File: config.mk
export PLATFORM = sky130hd
export DESIGN_NAME = t1c_timer
export DESIGN_NICKNAME = d
export VERILOG_FILES = /design/src/shared/t1c_pkg.sv /design/src/core/t1c_prescaler.sv /design/src/core/t1c_timer.sv
export SDC_FILE = /design/constraint.sdc
export NUM_CORES = 1
export LEC_CHECK = 0
export ABC_AREA = 0
export BUFFER_PORTS_ARGS = -buffer_cell sky130_fd_sc_hd__buf_4
export CAP_MARGIN = 20
export CORE_ASPECT_RATIO = 1.1
export CORE_MARGIN = 2
export CORE_UTILIZATION = 45
export DETAILED_ROUTE_END_ITERATION = 7
export PLACE_DENSITY = 0.75
export SYNTH_ARGS = -nofsm -noshare
export SYNTH_HDL_FRONTEND = slang
export SYNTH_HIERARCHICAL = 1
export SYNTH_SLANG_ARGS = --single-unit
File: constraint.sdc
create_clock -name clock -period 3.53 [get_ports clock]
set_clock_uncertainty 0.15 [all_clocks]
set_input_delay 0.1765 -clock clock [delete_from_list [all_inputs] [get_ports clock]]
set_output_delay 0.1765 -clock clock [all_outputs]
set_load 0.03 [all_outputs]
File: src/shared/t1c_pkg.sv
// Constants for the 16-bit timer one control block: register map, fields, codes.
// Assumes a single 100 MHz system clock that is also the oscillator clock.
`default_nettype none
package t1c_pkg;

  // ----------------------------------------------------------------
  // Register map (byte addresses on the Avalon-MM slave)
  // ----------------------------------------------------------------
  localparam logic [3:0] ADDR_CONTROL = 4'h0;
  localparam logic [3:0] ADDR_COUNT = 4'h4;
  localparam logic [3:0] ADDR_STATUS = 4'h8;

  // ----------------------------------------------------------------
  // Control register fields
  // ----------------------------------------------------------------
  localparam int RUN_BIT = 0;
  localparam int SYNC_BYPASS_BIT = 2;
  localparam int PRESCALE_LSB = 4;
  localparam int CLKSEL_LSB = 6;
  localparam logic [7:0] CONTROL_MASK = 8'hF5;
  localparam logic [7:0] CONTROL_RESET = 8'h00;

  // ----------------------------------------------------------------
  // Status register fields
  // ----------------------------------------------------------------
  localparam int STAT_TOGGLE_BIT = 0;
  localparam int STAT_PIN_BIT = 1;
  localparam int STAT_ASYNC_BIT = 2;

  // ----------------------------------------------------------------
  // Count clock sources
  // ----------------------------------------------------------------
  localparam logic [1:0] SRC_INSTR = 2'h0;
  localparam logic [1:0] SRC_SYSTEM = 2'h1;
  localparam logic [1:0] SRC_EXTERNAL = 2'h2;

  // ----------------------------------------------------------------
  // Prescale codes and widths
  // ----------------------------------------------------------------
  localparam logic [1:0] PRE_DIV1 = 2'h0;
  localparam logic [1:0] PRE_DIV2 = 2'h1;
  localparam logic [1:0] PRE_DIV4 = 2'h2;
  localparam logic [1:0] PRE_DIV8 = 2'h3;
  localparam int PRE_WIDTH = 3;

  // ----------------------------------------------------------------
  // Timing: instruction clock is the oscillator divided by four
  // ----------------------------------------------------------------
  localparam int INSTR_DIV = 4;
  localparam logic [1:0] INSTR_PHASE_LAST = 2'(INSTR_DIV - 1);
  localparam int COUNT_WIDTH = 16;
  localparam logic [15:0] COUNT_RESET = 16'h0000;
  localparam logic [15:0] COUNT_MAX = 16'hFFFF;

  // ----------------------------------------------------------------
  // Avalon-MM response codes
  // ----------------------------------------------------------------
  localparam logic [1:0] RESP_OKAY = 2'h0;
  localparam logic [1:0] RESP_DECODEERROR = 2'h3;

endpackage : t1c_pkg
`default_nettype wire

File: src/core/t1c_prescaler.sv
// Input prescaler: passes one of every 1, 2, 4 or 8 input ticks.
// Assumes ticks are single-cycle pulses on the system clock.
`timescale 1ns/10ps
`default_nettype none
module t1c_prescaler (
  // Clock and reset
  input wire logic clock,
  input wire logic sys_rst,
  // Control
  input wire logic clear,
  input wire logic [1:0] select,
  // Ticks
  input wire logic tickIn,
  output logic tickOut
);

  logic [t1c_pkg::PRE_WIDTH-1:0] preCount_r;
  logic [t1c_pkg::PRE_WIDTH-1:0] mask;

  // ----------------------------------------------------------------
  // Division mask from the select code
  // ----------------------------------------------------------------
  always_comb begin
    unique case (select)
      t1c_pkg::PRE_DIV1: mask = 3'h0;
      t1c_pkg::PRE_DIV2: mask = 3'h1;
      t1c_pkg::PRE_DIV4: mask = 3'h3;
      t1c_pkg::PRE_DIV8: mask = 3'h7;
    endcase
  end

  assign tickOut = tickIn && ((preCount_r & mask) == mask);

  always_ff @(posedge clock) begin
    if (sys_rst || clear) begin
      preCount_r <= '0;
    end else if (tickIn) begin
      preCount_r <= preCount_r + 3'h1;
    end
  end

endmodule : t1c_prescaler
`default_nettype wire

File: src/core/t1c_timer.sv
// Timer one: control register, clock source selection, prescaler and 16-bit counter.
// Assumes an Avalon-MM master on the system clock and asynchronous count and gate pins.
//
// Operation
// - Source code 10 counts rising edges of the external count pin.
// - Source code 01 counts every system oscillator clock.
// - Source code 00 counts the instruction clock, oscillator divided by four.
// - Prescale field divides the selected clock by 1, 2, 4 or 8.
// - Sync bypass set passes the pin-synchronised external clock without the extra system clock resync stage.
// - Sync bypass clear resynchronises the external clock to the system clock.
// - Run bit, control bit zero, enables counting.
// - Clearing run stops the timer and clears the gate toggle flip-flop.
// - During sleep counting continues only in asynchronous external counter mode.
`timescale 1ns/10ps
`default_nettype none
module t1c_timer (
  // Clock and resets
  input wire logic clock,
  input wire logic sys_rst,
  input wire logic warmRst,
  // Avalon-MM slave
  input wire logic [3:0] avs_address,
  input wire logic avs_read,
  input wire logic avs_write,
  input wire logic [31:0] avs_writedata,
  output logic [31:0] avs_readdata,
  output logic avs_waitrequest,
  output logic [1:0] avs_response,
  // Pins
  input wire logic ext_count_pin,
  input wire logic gatePin,
  // Power state
  input wire logic sleepMode,
  // Timer state
  output logic [15:0] countValue,
  output logic rollover,
  output logic timerRunning,
  output logic gateToggle
);

  // ----------------------------------------------------------------
  // Declarations
  // ----------------------------------------------------------------
  logic [7:0] control_r;
  logic [15:0] count_r;
  logic waitReq_r;
  logic [31:0] readData_r;
  logic [1:0] response_r;
  logic rollover_r;
  logic gateToggle_r;
  logic extSync1_r;
  logic extSync2_r;
  logic extPrev_r;
  logic gateSync1_r;
  logic gateSync2_r;
  logic gatePrev_r;
  logic [1:0] phase_r;
  logic resyncTick_r;
  logic accept;
  logic writeFire;
  logic controlWrite;
  logic countWrite;
  logic runBit;
  logic syncBypass;
  logic [1:0] clkSel;
  logic [1:0] preSel;
  logic asyncMode;
  logic runAllowed;
  logic extRise;
  logic gateRise;
  logic instrTick;
  logic srcTick;
  logic preTick;
  logic countTick;
  logic preClear;

  // Address decode, shared by read mux and write strobes
  function automatic logic isAddr(input logic [3:0] addr, input logic [3:0] target);
    isAddr = (addr == target);
  endfunction : isAddr

  // ----------------------------------------------------------------
  // Field views
  // ----------------------------------------------------------------
  assign runBit = control_r[t1c_pkg::RUN_BIT];
  assign syncBypass = control_r[t1c_pkg::SYNC_BYPASS_BIT];
  assign clkSel = control_r[t1c_pkg::CLKSEL_LSB +: 2];
  assign preSel = control_r[t1c_pkg::PRESCALE_LSB +: 2];
  assign asyncMode = (clkSel == t1c_pkg::SRC_EXTERNAL) && syncBypass;
  assign runAllowed = runBit && (!sleepMode || asyncMode);

  // ----------------------------------------------------------------
  // Avalon-MM slave
  // ----------------------------------------------------------------
  // One wait cycle per access; the request completes on the second edge after it appears.
  assign accept = (avs_read || avs_write) && waitReq_r;
  assign writeFire = avs_write && !waitReq_r;
  assign controlWrite = writeFire && isAddr(avs_address, t1c_pkg::ADDR_CONTROL);
  assign countWrite = writeFire && isAddr(avs_address, t1c_pkg::ADDR_COUNT);

  always_ff @(posedge clock) begin
    if (sys_rst) begin
      waitReq_r <= 1'b1;
    end else begin
      waitReq_r <= !accept;
    end
  end

  always_ff @(posedge clock) begin
    if (sys_rst) begin
      readData_r <= 32'h0000_0000;
      response_r <= t1c_pkg::RESP_OKAY;
    end else if (accept) begin
      response_r <= t1c_pkg::RESP_OKAY;
      readData_r <= 32'h0000_0000;
      if (isAddr(avs_address, t1c_pkg::ADDR_CONTROL)) begin
        readData_r[7:0] <= control_r;
      end else if (isAddr(avs_address, t1c_pkg::ADDR_COUNT)) begin
        readData_r[15:0] <= count_r;
      end else if (isAddr(avs_address, t1c_pkg::ADDR_STATUS)) begin
        readData_r[t1c_pkg::STAT_TOGGLE_BIT] <= gateToggle_r;
        readData_r[t1c_pkg::STAT_PIN_BIT] <= extSync2_r;
        readData_r[t1c_pkg::STAT_ASYNC_BIT] <= asyncMode;
      end else begin
        response_r <= t1c_pkg::RESP_DECODEERROR;
      end
    end
  end

  // ----------------------------------------------------------------
  // Control register
  // ----------------------------------------------------------------
  // only power-on reset clears control
  always_ff @(posedge clock) begin
    if (sys_rst) begin
      control_r <= t1c_pkg::CONTROL_RESET;
    end else if (controlWrite) begin
      control_r <= avs_writedata[7:0] & t1c_pkg::CONTROL_MASK;
    end
  end

  // ----------------------------------------------------------------
  // Pin synchronisers and edge detect
  // ----------------------------------------------------------------
  always_ff @(posedge clock) begin
    if (sys_rst) begin
      extSync1_r <= 1'b0;
      extSync2_r <= 1'b0;
      extPrev_r <= 1'b0;
      gateSync1_r <= 1'b0;
      gateSync2_r <= 1'b0;
      gatePrev_r <= 1'b0;
    end else begin
      extSync1_r <= ext_count_pin;
      extSync2_r <= extSync1_r;
      extPrev_r <= extSync2_r;
      gateSync1_r <= gatePin;
      gateSync2_r <= gateSync1_r;
      gatePrev_r <= gateSync2_r;
    end
  end

  assign extRise = extSync2_r && !extPrev_r;
  assign gateRise = gateSync2_r && !gatePrev_r;

  // ----------------------------------------------------------------
  // Instruction clock phase
  // ----------------------------------------------------------------
  always_ff @(posedge clock) begin
    if (sys_rst || warmRst) begin
      phase_r <= 2'h0;
    end else begin
      phase_r <= phase_r + 2'h1;
    end
  end

  // one tick per four oscillator clocks
  assign instrTick = (phase_r == t1c_pkg::INSTR_PHASE_LAST);

  // ----------------------------------------------------------------
  // Source selection
  // ----------------------------------------------------------------
  always_comb begin
    srcTick = 1'b0;
    unique case (clkSel)
      t1c_pkg::SRC_INSTR: srcTick = instrTick;
      t1c_pkg::SRC_SYSTEM: srcTick = 1'b1;
      t1c_pkg::SRC_EXTERNAL: srcTick = extRise;
      // Undefined encoding: holds the count
      default: srcTick = 1'b0;
    endcase
  end

  // ----------------------------------------------------------------
  // Prescaler
  // ----------------------------------------------------------------
  // Cleared whenever stopped or the count is rewritten, so a fresh start is exact
  assign preClear = warmRst || !runBit || countWrite;

  t1c_prescaler prescaler (
    .clock(clock),
    .sys_rst(sys_rst),
    .clear(preClear),
    .select(preSel),
    .tickIn(srcTick && runAllowed),
    .tickOut(preTick)
  );

  // extra resync stage on the system clock
  always_ff @(posedge clock) begin
    if (sys_rst || warmRst) begin
      resyncTick_r <= 1'b0;
    end else begin
      resyncTick_r <= preTick && runAllowed;
    end
  end

  always_comb begin
    if ((clkSel == t1c_pkg::SRC_EXTERNAL) && !syncBypass) begin
      countTick = resyncTick_r && runAllowed;
    end else begin
      countTick = preTick;
    end
  end

  // ----------------------------------------------------------------
  // Counter
  // ----------------------------------------------------------------
  always_ff @(posedge clock) begin
    if (sys_rst || warmRst) begin
      count_r <= t1c_pkg::COUNT_RESET;
      rollover_r <= 1'b0;
    end else if (countWrite) begin
      count_r <= avs_writedata[15:0];
      rollover_r <= 1'b0;
    end else if (runBit && countTick) begin
      count_r <= count_r + 16'h0001;
      rollover_r <= (count_r == t1c_pkg::COUNT_MAX);
    end else begin
      rollover_r <= 1'b0;
    end
  end

  // ----------------------------------------------------------------
  // Gate toggle flip-flop
  // ----------------------------------------------------------------
  always_ff @(posedge clock) begin
    if (sys_rst || warmRst) begin
      gateToggle_r <= 1'b0;
    end else if (!runBit) begin
      gateToggle_r <= 1'b0;
    end else if (gateRise) begin
      gateToggle_r <= !gateToggle_r;
    end
  end

  // ----------------------------------------------------------------
  // Outputs
  // ----------------------------------------------------------------
  assign avs_readdata = readData_r;
  assign avs_waitrequest = waitReq_r;
  assign avs_response = response_r;
  assign countValue = count_r;
  assign rollover = rollover_r;
  assign timerRunning = control_r[t1c_pkg::RUN_BIT];
  assign gateToggle = gateToggle_r;

endmodule : t1c_timer
`default_nettype wire

# After elaboration in Yosys (flattened, before gate mapping)
# Index checks and enable logic that the tools add are counted.
dict set report classes {
  n_addsub 3
  eq_ne 10
  muxes 13
  bitwise 3
  n_reduce_logical 34
}
# cell n
set ops {}
lappend ops {{$mux W16} 2}
lappend ops {{$add A16 B1 Y16 const B} 1}
lappend ops {{$eq A16 B16 Y1 const B} 1}
lappend ops {{$mux W8} 2}
lappend ops {{$logic_and A1 B1 Y1} 14}
lappend ops {{$mux W13} 1}
lappend ops {{$pmux W3 S4} 1}
lappend ops {{$eq A2 B2 Y1 const B} 4}
lappend ops {{$logic_not A1 Y1} 8}
lappend ops {{$logic_or A1 B1 Y1} 6}
lappend ops {{$mux W2} 3}
lappend ops {{$mux W3} 2}
lappend ops {{$eq A2 B1 Y1 const B} 2}
lappend ops {{$eq A4 B3 Y1 const B} 1}
lappend ops {{$eq A4 B4 Y1 const B} 1}
lappend ops {{$logic_not A2 Y1} 2}
lappend ops {{$logic_not A4 Y1} 1}
lappend ops {{$add A3 B1 Y3 const B} 1}
lappend ops {{$and A3 B3 Y3} 1}
lappend ops {{$eq A3 B3 Y1} 1}
lappend ops {{$pmux W1 S3} 1}
lappend ops {{$reduce_or A3 Y1} 1}
lappend ops {{$add A2 B1 Y2 const B} 1}
lappend ops {{$not A1 Y1} 2}
lappend ops {{3 further kinds} 3}
dict set report totals {
  reg_bits 55
  in_bits 44
  out_inout_bits 54
  elab_cells 79
}

# Longest topological paths before layout
dict set report logic_depth {
  word_depth 10
  ltp_mapped 11
  ltp_nobuf 11
}

# Modules after synthesis
# Netlist, hierarchy kept.
# module n_inst cells_per_inst area_per_inst_um2 seq_area_each_um2
set modules_own_cells {}
lappend modules_own_cells {t1c_timer 1 260 2349.8 1021.0}
lappend modules_own_cells {t1c_prescaler 1 16 158.9 60.1}

# Worst setup path after synthesis
# No wires, ideal clock.
dict set report synth_timing {
  kind {register to register}
  from {register control_r[0]}
  to {register count_r[15] (netlist: countValue[15])}
  setup_time_ns 0.074
  arrival_ns 2.231
  required_time_ns 3.306
  slack_ns 1.075
  path_stages_with_launch 10
  path_buffers 1
  synth_period_minus_slack_ns 2.455
  path_cell_list {dfxtp_1 > buf_2 > and3_1 > o21ai_0 > a21oi_1 > nand2_1 > mux2i_4 > nand3_2 > or3_1 > a31oi_1}
}
dict set report synth_between {
  elab_chain_cells 6
  word_cells_on_any_way 7
  classes_between {mux (1); reduce/logical (6)}
}
# element line_no
set synth_lines {}
lappend synth_lines {{start, declared} t1c_timer.sv:44} ;# logic [7:0] control_r;
lappend synth_lines {{start signal, assigned} t1c_timer.sv:136} ;# control_r <= t1c_pkg::CONTROL_RESET;
lappend synth_lines {{start signal, assigned} t1c_timer.sv:138} ;# control_r <= avs_writedata[7:0] & t1c_pkg::CONTROL_MASK;
lappend synth_lines {{$logic_and A1 B1 Y1} t1c_timer.sv:90} ;# assign runAllowed = runBit && (!sleepMode || asyncMode);
lappend synth_lines {{$logic_and A1 B1 Y1} t1c_timer.sv:205} ;# .tickIn(srcTick && runAllowed),
lappend synth_lines {{$logic_and A1 B1 Y1} t1c_prescaler.sv:32} ;# assign tickOut = tickIn && ((preCount_r & mask) == mask);
lappend synth_lines {{via preTick} t1c_timer.sv:73} ;# logic preTick;
lappend synth_lines {{$mux W1} t1c_timer.sv:219} ;# if ((clkSel == t1c_pkg::SRC_EXTERNAL) && !syncBypass) begin
lappend synth_lines {{$logic_and A1 B1 Y1} t1c_timer.sv:236} ;# end else if (runBit && countTick) begin
lappend synth_lines {{$reduce_bool A2 Y1 (no line)} n/a}
lappend synth_lines {{end signal, assigned} t1c_timer.sv:231} ;# count_r <= t1c_pkg::COUNT_RESET;
lappend synth_lines {{end signal, assigned} t1c_timer.sv:234} ;# count_r <= avs_writedata[15:0];
lappend synth_lines {{end signal, assigned} t1c_timer.sv:237} ;# count_r <= count_r + 16'h0001;
lappend synth_lines {{end, declared} t1c_timer.sv:45} ;# logic [15:0] count_r;
# The timed path passes the listed nets, and every way through them passes these cells.
# A chain may end at the register's enable or synchronous reset.

# Worst setup path in the final report
dict set report layout_timing {
  from {register control_r[6]}
  to {register count_r[15] (netlist: countValue[15])}
}
dict set report layout_between {
  elab_chain_cells 9
  word_cells_on_any_way 14
  classes_between {eq/ne (2); mux (2); reduce/logical (10)}
}
# element line_no
set layout_lines {}
lappend layout_lines {{$eq A2 B2 Y1} {t1c_timer.sv:89, t1c_timer.sv:185}}
lappend layout_lines {{$logic_and A1 B1 Y1} t1c_timer.sv:89} ;# assign asyncMode = (clkSel == t1c_pkg::SRC_EXTERNAL) && syncBypass;
lappend layout_lines {{$logic_or A1 B1 Y1} t1c_timer.sv:90}
lappend layout_lines {{$logic_and A1 B1 Y1} t1c_timer.sv:90}
lappend layout_lines {{$logic_and A1 B1 Y1 (*)} t1c_timer.sv:205}
lappend layout_lines {{$logic_and A1 B1 Y1 (*)} t1c_prescaler.sv:32}
lappend layout_lines {{via preTick} t1c_timer.sv:73}
lappend layout_lines {{$mux W1 (*)} t1c_timer.sv:219}
lappend layout_lines {{$logic_and A1 B1 Y1 (*)} t1c_timer.sv:236}
lappend layout_lines {{$reduce_bool A2 Y1 (no line) (*)} n/a}
# The timed path passes the listed nets; every way through them passes the cells marked *.

==> impl_metrics.prom <==
# TYPE chip_impl_metric gauge
chip_impl_metric{name="yosysSeqAreaShare",unit="%"} 43.1
chip_impl_metric{name="detail_route.drc_violations",unit=""} 0
chip_impl_metric{name="die_w",unit="um"} 75.2
chip_impl_metric{name="antenna_violating_nets_post_route",unit=""} 0
chip_impl_metric{name="port_buffers",unit=""} 65
chip_impl_metric{name="numCtsBuffers",unit=""} 5
chip_impl_info{name="layout.cells.most_common",value="sky130_fd_sc_hd__buf_4"} 1
chip_impl_info{name="timing_worst_setup_path_type",value="register to register"} 1
chip_impl_metric{name="slew_violations",unit=""} 0
chip_impl_metric{name="max-slew-margin-rel",unit="%"} 36.0
chip_impl_info{name="cts_tree",value="yes"} 1
chip_impl_info{name="hold_path_class",value="input port to register"} 1
chip_impl_info{name="grt_setup_unrepaired",value="no"} 1
chip_impl_metric{name="finalSetupTns",unit="ps"} 0
chip_impl_metric{name="crit_fanout",unit=""} 9
chip_impl_metric{name="routed_via_density",unit=""} 5.05
chip_impl_metric{name="areaGrowthSynthToFinish",unit="%"} 29.2
chip_impl_metric{name="insertion_delay",unit="ps"} 310
chip_impl_metric{name="global_route.usage.total",unit="%"} 19.4
chip_impl_info{name="type_of_origin_of_the_critical_path",value="register"} 1
chip_impl_metric{name="layout-drive-gt1-share",unit="%"} 25.9
chip_impl_metric{name="layout_worst_path_cycle_share",unit="%"} 83.2
chip_impl_info{name="synth.area.top_cells",value="sky130_fd_sc_hd__dfxtp_1 (43%), sky130_fd_sc_hd__buf_4 (5.1%), sky130_fd_sc_hd__xor2_1 (4.5%), sky130_fd_sc_hd__a22oi_1 (4.5%), sky130_fd_sc_hd__nor2_1 (4.3%)"} 1
chip_impl_metric{name="globalRoute.totalOverflow",unit=""} 0
chip_impl_metric{name="cap_viol_max_count",unit=""} 0
chip_impl_metric{name="first_global_vias",unit=""} 2000
chip_impl_metric{name="initial_utilization",unit="%"} 46.5
chip_impl_metric{name="highest_ir_drop_seen_on_vdd",unit="mV"} 0.347
chip_impl_metric{name="worstPathRequired",unit="ps"} 3620
chip_impl_metric{name="finalNetCount",unit=""} 397
chip_impl_metric{name="filler_cell_count",unit=""} 472
chip_impl_metric{name="detailroute.via_count",unit=""} 2153
chip_impl_metric{name="wire_per_inst",unit="um"} 13.6
chip_impl_metric{name="cts_setup_buffers",unit=""} 0
chip_impl_metric{name="syn-cell-area",unit="um2"} 2510
chip_impl_metric{name="placement_rows",unit=""} 28
chip_impl_info{name="most_frequent_cells_in_the_layout",value="sky130_fd_sc_hd__buf_4 (67), sky130_fd_sc_hd__dfxtp_1 (54), sky130_fd_sc_hd__nor2_1 (29)"} 1
chip_impl_metric{name="numClockSinks",unit=""} 54
chip_impl_metric{name="clock.fmax",unit="MHz"} 341
chip_impl_metric{name="ctsHoldBuffers",unit=""} 15
chip_impl_metric{name="clock_path_buffers",unit=""} 2
chip_impl_metric{name="setup_viol",unit=""} 0
chip_impl_metric{name="antenna_found_initial",unit=""} 0
chip_impl_info{name="critical_path.cell_chain",value="nand2b_1, o32ai_1, and3_1, o21ai_0, a21oi_1, nand2_1, mux2i_4, nand3_2, or3_1, a31oi_1"} 1
chip_impl_metric{name="die_area",unit="um2"} 6190
chip_impl_metric{name="h-tree-depth",unit=""} 2
chip_impl_metric{name="power.leakage",unit="uW"} 0.00135
chip_impl_metric{name="clk_pin_slew",unit="ps"} 100
chip_impl_metric{name="synthDominantCellAreaShare",unit="%"} 43.1
chip_impl_metric{name="number_of_optimization_iterations_in_the_first_detailed_route_pass",unit=""} 4
chip_impl_metric{name="worst_pin_slew",unit="ps"} 957
chip_impl_metric{name="timing.critical_path.slowest_cell_delay",unit="ps"} 390
chip_impl_info{name="ys_dominant_reg_cell",value="sky130_fd_sc_hd__dfxtp_1"} 1
chip_impl_metric{name="power_density",unit="nW/um2"} 359
chip_impl_metric{name="gp_congestion",unit=""} 0.814
chip_impl_metric{name="core_area",unit="um2"} 5400
chip_impl_metric{name="ioPinCount",unit=""} 98
chip_impl_metric{name="timing_hold_violations_final",unit=""} 0
chip_impl_metric{name="fraction_of_synthesis_flops_using_an_asynchronous_set_or_reset_pin",unit="%"} 0
chip_impl_metric{name="netlist_instances",unit=""} 276
chip_impl_info{name="synth_top_area_cell",value="sky130_fd_sc_hd__dfxtp_1"} 1
chip_impl_metric{name="wire_length_of_the_first_global_routing_pass",unit="um"} 9340
chip_impl_metric{name="number_of_gates_resized_after_cts",unit=""} 0
chip_impl_metric{name="arrival",unit="ps"} 3030
chip_impl_info{name="end_kind",value="register"} 1
chip_impl_metric{name="ys_seq_elements",unit=""} 54
chip_impl_info{name="status",value="completed"} 1
chip_impl_metric{name="post-route-min-period",unit="ps"} 2940
chip_impl_metric{name="dpl.hpwl",unit="um"} 3990
chip_impl_metric{name="drt_first_iter_violations",unit=""} 96
chip_impl_metric{name="n_antenna_cell",unit=""} 0
chip_impl_metric{name="hold_slack",unit="ps"} 8.32
chip_impl_metric{name="netlist-cell-type-count",unit=""} 44
chip_impl_metric{name="synth_area_per_cell",unit="um2"} 9.09
chip_impl_info{name="critPathSlowestCell",value="sky130_fd_sc_hd__dfxtp_1"} 1
chip_impl_info{name="cts_root_buf",value="sky130_fd_sc_hd__clkbuf_8"} 1
chip_impl_metric{name="grt_start_max_net_pins",unit=""} 37
chip_impl_metric{name="synth_warnings",unit=""} 6
chip_impl_metric{name="synth_enable_flop_cells",unit=""} 0
chip_impl_metric{name="postRouteWirelength",unit="um"} 5790
chip_impl_metric{name="die_y",unit="um"} 82.3
==> synth_stat cells, drive strengths merged, types with 2 or more instances <==
library cell and instances:
xnor2 4, buf 20, ha 3, nand3b 2
clkbuf 10, mux2 5, dfxtp 54, nor3 7
xor2 13, mux2i 11, o21ai 22, nor2b 7
nand3 7, nor2 29, nand2 9, nand2b 2
and3 7, a21oi 18, nand4 8, nor3b 2
inv 5, and2 4, a22oi 15
==> stage by stage <==
stage	util (%)	total power [uW]	cells	cell area (um2)	setup WS [ps]
floorplan	-	710	291	2560	1070
global placement	55.1	737	403	2980	746
detailed placement	55.1	737	403	2980	678
CTS	60.1	1180	426	3240	593
global route	60.1	1210	426	3240	340
finish	60.1	1160	426	3240	593
==> sequential cells by signal, summed over array words and instances (netlist names), 2 cells and up <==
signal	flops
avs_readdata	16
phase_r	2
control_r	6
prescaler/preCount_r	3
countValue	16
==> where the power goes <==
group	internal (uW)	switching (uW)
clock	215	212
combinational	46.7	70.8
sequential	615	4.25
total	877	287
==> final cells by class <==
cell class / instances / area (um2) / share of cell area [%]
well taps: 75 / 93.8 / 2.89
flip-flops and latches: 54 / 1080 / 33.3
clock inverters: 3 / 47.5 / 1.47
inverters: 5 / 18.8 / 0.579
multi-input cells: 202 / 1280 / 39.4
repair buffers: 82 / 653 / 20.1
clock buffers: 5 / 68.8 / 2.12
==> critical path, delay by kind of cell (launching register included) <==
| kind | cells | cell delay [ps] |
|---|---|---|
| simple gates | 5 | 1150 |
| compound gates | 4 | 820 |
| mux | 1 | 360 |
| flops | 1 | 390 |
==> cell families (layout without fill, tap and decap cells) <==
logic type | Yosys count | count (layout) | share of synthesized area (%)
compound gates | 60 | 60 | 14.1
xor+xnor | 17 | 17 | 5.94
other cells | 1 | 16 | 0.149
flops | 54 | 54 | 43.1
mux | 16 | 16 | 7.13
buf+inv | 35 | 95 | 8.18
simple gates | 90 | 90 | 20.0
fa+ha+maj | 3 | 3 | 1.50
==> worst paths after layout <==
path,start,to,slack (ps),cells past startpoint
worst min register to register,phase_r[0],phase_r[0],280,1
worst max register to register,control_r[6],countValue[15],590,10
worst max-delay path,control_r[6],countValue[15],590,10
worst min-delay path,avs_writedata[14],countValue[14],8,3
==> layer usage <==
metal  GRT usage (%)  share of wire [%]  vias up
met5               0                  0        -
met4            3.16               0.50        0
met3            4.73                6.6        5
met2            32.2                 47       72
met1            26.1                 46      992
li1                -                  -     1084
Power figures use the tool's default switching activity.
